**config.mk**
```make
export PLATFORM = sky130hd
export DESIGN_NAME = acdoc_top
export DESIGN_NICKNAME = d
export VERILOG_FILES = /design/src/include/acdoc_pkg.sv /design/src/core/acdoc_div.sv /design/src/core/acdoc_top.sv
export SDC_FILE = /design/constraint.sdc
export NUM_CORES = 1
export LEC_CHECK = 0
export BUFFER_PORTS_ARGS = -buffer_cell sky130_fd_sc_hd__buf_2
export CELL_PAD_IN_SITES_DETAIL_PLACEMENT = 1
export CELL_PAD_IN_SITES_GLOBAL_PLACEMENT = 1
export CORE_UTILIZATION = 34
export DETAILED_ROUTE_END_ITERATION = 10
export PLACE_DENSITY_LB_ADDON = 0.12
export SYNTH_ARGS = -nofsm -noshare
export SYNTH_HDL_FRONTEND = slang
export SYNTH_SLANG_ARGS = --single-unit
export TNS_END_PERCENT = 5
```
**constraint.sdc**
```tcl
create_clock -name aclk -period 1.4 [get_ports aclk]
set_input_delay 0.07 -clock aclk [delete_from_list [all_inputs] [get_ports aclk]]
set_output_delay 0.07 -clock aclk [all_outputs]
set_load 0.05 [all_outputs]
```
**src/include/acdoc_pkg.sv**
```systemverilog
// shared constants for the adaptive clock divider and output control block
package acdoc_pkg;
  // ---------------------------------------------------------------
  // bus widths
  // ---------------------------------------------------------------
  localparam int ADDR_W = 18;
  localparam int IDX_W = 16;
  localparam int DATA_W = 32;
  localparam int REG_W = 8;
  localparam int M_W = 4;
  localparam int I_W = 3;
  localparam int FREQ_W = 24;
  // ---------------------------------------------------------------
  // register indices, byte address is four times the index
  // ---------------------------------------------------------------
  localparam logic [IDX_W-1:0] IDX_CLOCK_OUTPUT_CONTROL = 16'hffe1;
  localparam logic [IDX_W-1:0] IDX_GEN1_DIVIDER_CONTROL = 16'hffe2;
  localparam logic [IDX_W-1:0] IDX_GEN2_DIVIDER_CONTROL = 16'hfff6;
  localparam logic [IDX_W-1:0] IDX_GEN2_FREQ_WORD_HIGH = 16'hfff7;
  localparam logic [IDX_W-1:0] IDX_GEN2_FREQ_WORD_MID = 16'hfff8;
  localparam logic [IDX_W-1:0] IDX_GEN2_FREQ_WORD_LOW = 16'hfff9;
  // ---------------------------------------------------------------
  // field positions
  // ---------------------------------------------------------------
  localparam int POS_OUT_TWO_EN = 7;
  localparam int POS_OUT_ONE_EN = 6;
  localparam int POS_OUT_ONE_SRC = 3;
  localparam int POS_DIV_EN = 2;
  localparam int POS_OUT_TWO_SRC = 0;
  localparam int POS_POST_SYNTH_DIVIDE_RATIO = 4;
  localparam int POS_INPUT_CLOCK_DIVIDE_RATIO = 0;
  // ---------------------------------------------------------------
  // reset values and responses
  // ---------------------------------------------------------------
  localparam logic [REG_W-1:0] RST_REG = 8'h00;
  localparam logic [1:0] RESP_OKAY = 2'h0;
  localparam logic [1:0] RESP_SLVERR = 2'h2;
  // clock source selector codes
  localparam logic [1:0] SRC_GEN = 2'h0;
  localparam logic [1:0] SRC_MCLK = 2'h2;
endpackage

```
**src/core/acdoc_div.sv**
```systemverilog
// edge-counting clock divider, divides its source by ratio plus one
`timescale 1ns/1ns
module acdoc_div #(
  parameter int W = 4
) (
  // clock and reset
  input wire logic aclk,
  input wire logic aresetn,
  // control
  input wire logic enable,
  input wire logic [W-1:0] ratio,
  // clocks
  input wire logic src,
  output logic divided
);
  // ---------------------------------------------------------------
  // divider
  // ---------------------------------------------------------------
  // both edges are counted so odd ratios still give a true divide by n
  logic src_q;
  logic [W-1:0] count;
  wire src_edge = src ^ src_q;
  wire at_end = (count == ratio);
  wire [W-1:0] count_inc = count + {{(W-1){1'h0}}, 1'h1};

  always_ff @(posedge aclk) begin
    if (!aresetn) begin
      src_q <= 1'h0;
      count <= '0;
      divided <= 1'h0;
    end else begin
      src_q <= src;
      if (!enable) begin
        count <= '0;
        divided <= 1'h0;
      end else if (src_edge) begin
        count <= at_end ? '0 : count_inc;
        divided <= at_end ? ~divided : divided;
      end
    end
  end
endmodule // acdoc_div

```
**src/core/acdoc_top.sv**
```systemverilog
// adaptive clock divider and output control with axi4-lite registers
// How it works
// second generator output divides by its four-bit ratio code plus one, 1 to 16
// second generator divider register low four bits read zero, ignore writes
// first generator ratio in bits 7 to 4, divides by code plus one
// bits 2 to 0 divide the master clock by code plus one, 1 to 8
// all divider circuits run only while the divider enable bit is one
// source select: 00 generator, x1 divided master clock, 10 raw master clock
// a clock output drives its source only when enabled, else logic zero
// 24-bit synthesizer word over three byte registers, high byte in byte two
//
// Our own choice: register access over AXI4-Lite.
`timescale 1ns/1ns
module acdoc_top (
  // clock and reset
  input wire logic aclk,
  input wire logic aresetn,
  // axi4-lite write address and data
  input wire logic [acdoc_pkg::ADDR_W-1:0] awaddr,
  input wire logic [2:0] awprot,
  input wire logic awvalid,
  output logic awready,
  input wire logic [acdoc_pkg::DATA_W-1:0] wdata,
  input wire logic [3:0] wstrb,
  input wire logic wvalid,
  output logic wready,
  // axi4-lite write response
  output logic [1:0] bresp,
  output logic bvalid,
  input wire logic bready,
  // axi4-lite read
  input wire logic [acdoc_pkg::ADDR_W-1:0] araddr,
  input wire logic [2:0] arprot,
  input wire logic arvalid,
  output logic arready,
  output logic [acdoc_pkg::DATA_W-1:0] rdata,
  output logic [1:0] rresp,
  output logic rvalid,
  input wire logic rready,
  // clock sources, sampled as synchronous levels
  input wire logic mclk_in,
  input wire logic gen1_synth_clk,
  input wire logic gen2_synth_clk,
  // outputs
  output logic clock_out_one,
  output logic clock_out_two,
  output logic [acdoc_pkg::FREQ_W-1:0] synth_frequency_word
);
  // ---------------------------------------------------------------
  // registers
  // ---------------------------------------------------------------
  logic [acdoc_pkg::REG_W-1:0] clock_output_control;
  logic [acdoc_pkg::M_W-1:0] gen1_post_synth_divide_ratio;
  logic [acdoc_pkg::I_W-1:0] input_clock_divide_ratio;
  logic [acdoc_pkg::M_W-1:0] gen2_post_synth_divide_ratio;

  wire clock_out_two_enable = clock_output_control[acdoc_pkg::POS_OUT_TWO_EN];
  wire clock_out_one_enable = clock_output_control[acdoc_pkg::POS_OUT_ONE_EN];
  wire divider_circuits_enable = clock_output_control[acdoc_pkg::POS_DIV_EN];
  wire [1:0] clock_out_one_source = clock_output_control[acdoc_pkg::POS_OUT_ONE_SRC +: 2];
  wire [1:0] clock_out_two_source = clock_output_control[acdoc_pkg::POS_OUT_TWO_SRC +: 2];

  // ---------------------------------------------------------------
  // write channel
  // ---------------------------------------------------------------
  // address and data may arrive in either order, each is parked until both are here
  logic aw_held;
  logic w_held;
  logic [acdoc_pkg::IDX_W-1:0] waddr_idx;
  logic [acdoc_pkg::REG_W-1:0] wbyte;
  logic wlane;

  wire aw_fire = awvalid && awready;
  wire w_fire = wvalid && wready;
  wire do_write = aw_held && w_held && !bvalid;
  wire next_aw_held = (aw_held || aw_fire) && !do_write;
  wire next_w_held = (w_held || w_fire) && !do_write;
  wire next_bvalid = do_write || (bvalid && !bready);

  wire wsel_ctl = (waddr_idx == acdoc_pkg::IDX_CLOCK_OUTPUT_CONTROL);
  wire wsel_g1 = (waddr_idx == acdoc_pkg::IDX_GEN1_DIVIDER_CONTROL);
  wire wsel_g2 = (waddr_idx == acdoc_pkg::IDX_GEN2_DIVIDER_CONTROL);
  wire wsel_hi = (waddr_idx == acdoc_pkg::IDX_GEN2_FREQ_WORD_HIGH);
  wire wsel_mid = (waddr_idx == acdoc_pkg::IDX_GEN2_FREQ_WORD_MID);
  wire wsel_lo = (waddr_idx == acdoc_pkg::IDX_GEN2_FREQ_WORD_LOW);
  wire wsel_any = wsel_ctl || wsel_g1 || wsel_g2 || wsel_hi || wsel_mid || wsel_lo;
  wire wr_en = do_write && wlane;

  always_ff @(posedge aclk) begin
    if (!aresetn) begin
      aw_held <= 1'h0;
      w_held <= 1'h0;
      awready <= 1'h0;
      wready <= 1'h0;
      bvalid <= 1'h0;
      bresp <= acdoc_pkg::RESP_OKAY;
      waddr_idx <= '0;
      wbyte <= acdoc_pkg::RST_REG;
      wlane <= 1'h0;
    end else begin
      aw_held <= next_aw_held;
      w_held <= next_w_held;
      awready <= !next_aw_held;
      wready <= !next_w_held;
      bvalid <= next_bvalid;
      if (aw_fire) begin
        waddr_idx <= awaddr[acdoc_pkg::ADDR_W-1:2];
      end
      if (w_fire) begin
        wbyte <= wdata[acdoc_pkg::REG_W-1:0];
        wlane <= wstrb[0];
      end
      if (do_write) begin
        bresp <= wsel_any ? acdoc_pkg::RESP_OKAY : acdoc_pkg::RESP_SLVERR;
      end
    end
  end

  // ---------------------------------------------------------------
  // register file
  // ---------------------------------------------------------------
  always_ff @(posedge aclk) begin
    if (!aresetn) begin
      clock_output_control <= acdoc_pkg::RST_REG;
      gen1_post_synth_divide_ratio <= '0;
      input_clock_divide_ratio <= '0;
      gen2_post_synth_divide_ratio <= '0;
      synth_frequency_word <= '0;
    end else if (wr_en) begin
      if (wsel_ctl) begin
        // bit 5 is reserved and never stored
        clock_output_control <= wbyte & 8'hdf;
      end
      if (wsel_g1) begin
        gen1_post_synth_divide_ratio <= wbyte[acdoc_pkg::POS_POST_SYNTH_DIVIDE_RATIO +: acdoc_pkg::M_W];
        input_clock_divide_ratio <= wbyte[acdoc_pkg::POS_INPUT_CLOCK_DIVIDE_RATIO +: acdoc_pkg::I_W];
      end
      if (wsel_g2) begin
        gen2_post_synth_divide_ratio <= wbyte[acdoc_pkg::POS_POST_SYNTH_DIVIDE_RATIO +: acdoc_pkg::M_W];
      end
      if (wsel_hi) begin
        synth_frequency_word[23:16] <= wbyte;
      end
      if (wsel_mid) begin
        synth_frequency_word[15:8] <= wbyte;
      end
      if (wsel_lo) begin
        synth_frequency_word[7:0] <= wbyte;
      end
    end
  end

  // ---------------------------------------------------------------
  // read channel
  // ---------------------------------------------------------------
  wire [acdoc_pkg::IDX_W-1:0] raddr_idx = araddr[acdoc_pkg::ADDR_W-1:2];
  wire rsel_ctl = (raddr_idx == acdoc_pkg::IDX_CLOCK_OUTPUT_CONTROL);
  wire rsel_g1 = (raddr_idx == acdoc_pkg::IDX_GEN1_DIVIDER_CONTROL);
  wire rsel_g2 = (raddr_idx == acdoc_pkg::IDX_GEN2_DIVIDER_CONTROL);
  wire rsel_hi = (raddr_idx == acdoc_pkg::IDX_GEN2_FREQ_WORD_HIGH);
  wire rsel_mid = (raddr_idx == acdoc_pkg::IDX_GEN2_FREQ_WORD_MID);
  wire rsel_lo = (raddr_idx == acdoc_pkg::IDX_GEN2_FREQ_WORD_LOW);
  wire rsel_any = rsel_ctl || rsel_g1 || rsel_g2 || rsel_hi || rsel_mid || rsel_lo;
  wire [7:0] g1_view = {gen1_post_synth_divide_ratio, 1'h0, input_clock_divide_ratio};
  wire [7:0] g2_view = {gen2_post_synth_divide_ratio, 4'h0};
  wire [7:0] rd_byte = rsel_ctl ? clock_output_control :
                       rsel_g1 ? g1_view :
                       rsel_g2 ? g2_view :
                       rsel_hi ? synth_frequency_word[23:16] :
                       rsel_mid ? synth_frequency_word[15:8] :
                       rsel_lo ? synth_frequency_word[7:0] : 8'h00;
  wire ar_fire = arvalid && arready;
  wire next_rvalid = ar_fire || (rvalid && !rready);

  always_ff @(posedge aclk) begin
    if (!aresetn) begin
      arready <= 1'h0;
      rvalid <= 1'h0;
      rdata <= '0;
      rresp <= acdoc_pkg::RESP_OKAY;
    end else begin
      arready <= !next_rvalid;
      rvalid <= next_rvalid;
      if (ar_fire) begin
        rdata <= {24'h000000, rd_byte};
        rresp <= rsel_any ? acdoc_pkg::RESP_OKAY : acdoc_pkg::RESP_SLVERR;
      end
    end
  end

  // ---------------------------------------------------------------
  // dividers
  // ---------------------------------------------------------------
  logic gen1_div_clk;
  logic gen2_div_clk;
  logic mclk_div_clk;

  acdoc_div #(.W(acdoc_pkg::M_W)) u_gen1_div (
    .aclk(aclk),
    .aresetn(aresetn),
    .enable(divider_circuits_enable),
    .ratio(gen1_post_synth_divide_ratio),
    .src(gen1_synth_clk),
    .divided(gen1_div_clk)
  );
  acdoc_div #(.W(acdoc_pkg::M_W)) u_gen2_div (
    .aclk(aclk),
    .aresetn(aresetn),
    .enable(divider_circuits_enable),
    .ratio(gen2_post_synth_divide_ratio),
    .src(gen2_synth_clk),
    .divided(gen2_div_clk)
  );
  acdoc_div #(.W(acdoc_pkg::I_W)) u_mclk_div (
    .aclk(aclk),
    .aresetn(aresetn),
    .enable(divider_circuits_enable),
    .ratio(input_clock_divide_ratio),
    .src(mclk_in),
    .divided(mclk_div_clk)
  );

  // ---------------------------------------------------------------
  // output selection
  // ---------------------------------------------------------------
  // outputs are retimed by one aclk, so edges carry one cycle of latency and aclk jitter
  wire sel_one = clock_out_one_source[0] ? mclk_div_clk :
                 clock_out_one_source[1] ? mclk_in : gen1_div_clk;
  wire sel_two = clock_out_two_source[0] ? mclk_div_clk :
                 clock_out_two_source[1] ? mclk_in : gen2_div_clk;

  always_ff @(posedge aclk) begin
    if (!aresetn) begin
      clock_out_one <= 1'h0;
      clock_out_two <= 1'h0;
    end else begin
      clock_out_one <= clock_out_one_enable && sel_one;
      clock_out_two <= clock_out_two_enable && sel_two;
    end
  end
endmodule // acdoc_top

```
==> impl_results.md <==
* Status: complete, but fails checks
* Failing checks: setup timing
* Via Count at roughly 4,000
* Remaining global-route overflow at 0
* Busiest grt layer: met2
* Wire length per cell at roughly 16 um
* Minimum clock period at 1590 ps
* Row count at 42
* Fin util at 46.0%
* Die width at 121 um
* Worst hold margin at between 15 and 20 ps
* Placed cell area at 5600 sq um
* Grt met2 use at 31.5%
* Switching share of power at 26.0%
* Internal at 4.56 mW
* Clock power frac at 38.3%
* Final Cell Area at 6220 sq um
* Inserted Diodes at 0
* GR Layer Usage met1 at 26.7%
* Largest net degree at the start of global routing at 93
* Synth unique cells at 47
* Asr flop ratio synth at 0%
* Final hold violation count at 0
* Clk sinks at between 100 and 150
* Initial antenna violation count at 0
* Area Overhead vs Synth at 29.9%
* Slew Limit Fails at 0
* Mapped Area at 4780 sq um
* Total track usage at between 10% and 20%
* Share of post-route cells with drive strength above 1 at 24.8%
* Unrepaired setup endpoints after global routing: yes
* Final setup margin at -191 ps
* Synth Instances at between 500 and 600
* Worst Path Required at between 1500 and 2000 ps
* Post-synthesis sequential area ratio at 43.1%
* Final GP Congestion at 0.790
* Initial DRC Count at 137
* Worst Setup SP: waddr_idx[14]
* Final setup viols at 42
* Core footprint at between 10,000 and 15,000 sq um
* DRT Pass-1 Iters at 4
* Num CTS Buffers at 9
* Net count, final at ~750
* Vias/cell at roughly 4.8
* Psw at between 1.5 and 2 mW
* ANT nets after route at 0
* Number of synthesized flops with an enable pin at 0
* Max frequency at 629 MHz
* Max_cap viols at 0
* Full die area at 14,600 sq um
* WP data arrival at 1820 ps
* Die Height at roughly 120 um
* Critical path class: flip-flop to flip-flop
* Period utilization at 114%
* Max_slew headroom at 66.7%
* Clock skew at 6.40 ps
* Ports at 155
* Top FF cell, synth: dfxtp_1
* Clk root buf: clkbuf_16
* PD cells at about 990 nW/um^2
* Worst hold start: rready
* Clock slew at the register clock pins of the worst setup and hold paths at approximately 60 ps
* Global Route met3 Usage at 3.35%
* Commonest non-fill, non-tap cell in the layout: dfxtp_1
* First-pass GRT wire length at 22.1 mm
* Drt total wl at approximately 13 mm
* Crit. End Element: flip-flop
* Detailed placer's ending HPWL at 9.85 mm
* H-tree levels at 3
* Worst-margin pin slew at 498 ps
* Port bufs at a little over 90
* Starting Density at approximately 35%
* Worst-Skew Late Latency at 350 ps
* Avg Cell Area, Syn at 9.46 sq um
* Worst R2R Start: waddr_idx[14]
* CTS tree: built
* Yosys warns at 0
* Peak VDD IR at 0.606 mV
* Most frequent cells in the layout: dfxtp_1 (98), buf_2 (91), nand2_1 (69), mux2i_1 (54), nor2b_1 (45)
* # DRC at 0
* Clock Path Buffers at 2
* Fillers at between 1,500 and 2,000
* HP Class: input port to flip-flop
* Pleak at 2.83 nW
* Startpoint types: flip-flop
* Max FO, Critical Path at 7
* Vias in the first global route at roughly 4,200
* Logic pwr share at 12.1%
* Seq cells post-synth at 103
* Share of total power in sequential cells at roughly 50%
-- final cells by class --
cell class	count	area [sq um]	area share, %
well taps	176	220	3.54
flip-flops and latches	103	2070	33.3
inverters	3	11.3	0.181
clock buffers	13	260	4.19
clock inverters	1	5.00	0.0805
repair buffers	157	1050	16.9
multi-input cells	380	2590	41.7
-- power groups by stage --
stage,Combinational [mW],Clock (mW),Sequential [mW]
after floorplan,0.440,0,3.18
after global placement,0.677,0,3.12
after detailed placement,0.684,0,3.12
after CTS,0.747,2.43,3.05
after global routing,0.811,2.56,3.06
final,0.745,2.36,3.05
-- Yosys cell counts, types with 4 or more instances --
library cell	n	area share, %
a21oi_1	6	0.63
nand2_1	70	5.5
a22oi_1	7	1.1
clkbuf_1	16	1.3
mux2i_1	55	12
nor2b_1	45	5.9
nand3_1	6	0.63
xnor2_1	6	1.1
o22ai_1	4	0.52
nand4_1	7	0.92
and2_1	11	1.4
dfxtp_1	103	43
nor2_1	23	1.8
a21o_1	4	0.63
o21ai_0	13	1.4
and3_1	5	0.65
o21a_1	4	0.63
a21boi_0	27	4.2
buf_4	26	4.1
xor2_1	20	3.7
-- worst paths after layout --
path | endpoint | slack [ps] | cells after the start
min | rvalid | 20 | 3
max | gen1_post_synth_divide_ratio[0] | -190 | 5
max reg2reg | gen1_post_synth_divide_ratio[0] | -190 | 5
min reg2reg | rresp[1] | 470 | 2
-- stage by stage --
stage          power (mW)  instances  setup TNS [ps]  worst slack [ps]
5_1_grt              6.43        833           -7010              -268
3_5_place_dp         3.81        791           -6870              -250
3_3_place_gp         3.80        791           -4590              -153
4_1_cts              6.23        832           -4480              -214
2_1_floorplan        3.61        531           -6520              -190
6_report             6.16        833           -2450              -191
-- registers in the layout, summed over array words and instances (netlist names), 7 cells and up --
| name | cells |
|---|---|
| clock_output_control | 7 |
| synth_frequency_word | 24 |
| rdata | 8 |
| wbyte | 8 |
| waddr_idx | 16 |
-- timing repair --
item / in CTS / in global routing
endpoints found under the hold margin: 28 / 0
cloned: 0 / 0
buffers inserted: 0 / 1
gates resized for setup: 9 / 9
pin swaps: 2 / 3
hold buffers: 28 / 0
setup endpoints to repair: 42 / 47
-- layer usage --
metal  vias up  wire length (um)
met2        99              6000
met4         0               207
li1       1980                 -
met3        12               511
met1      1930              6580
met5         -                 0
-- cells by family after synthesis --
group | synth area share (%)
buf+inv | 6.01
flops | 43.1
simple gates | 22.9
fa+ha+maj | 0.785
mux | 11.5
other cells | 0.0784
compound gates | 10.8
xor+xnor | 4.76
-- worst max-delay path, cell delays in order (launching register included) --
cell and delay, ps:
dfxtp_1 370, nand4_4 150, nor4_4 310, and3_4 320, mux2i_2 250, nor2b_1 70
Note: power is estimated with default switching activity, not from simulation.
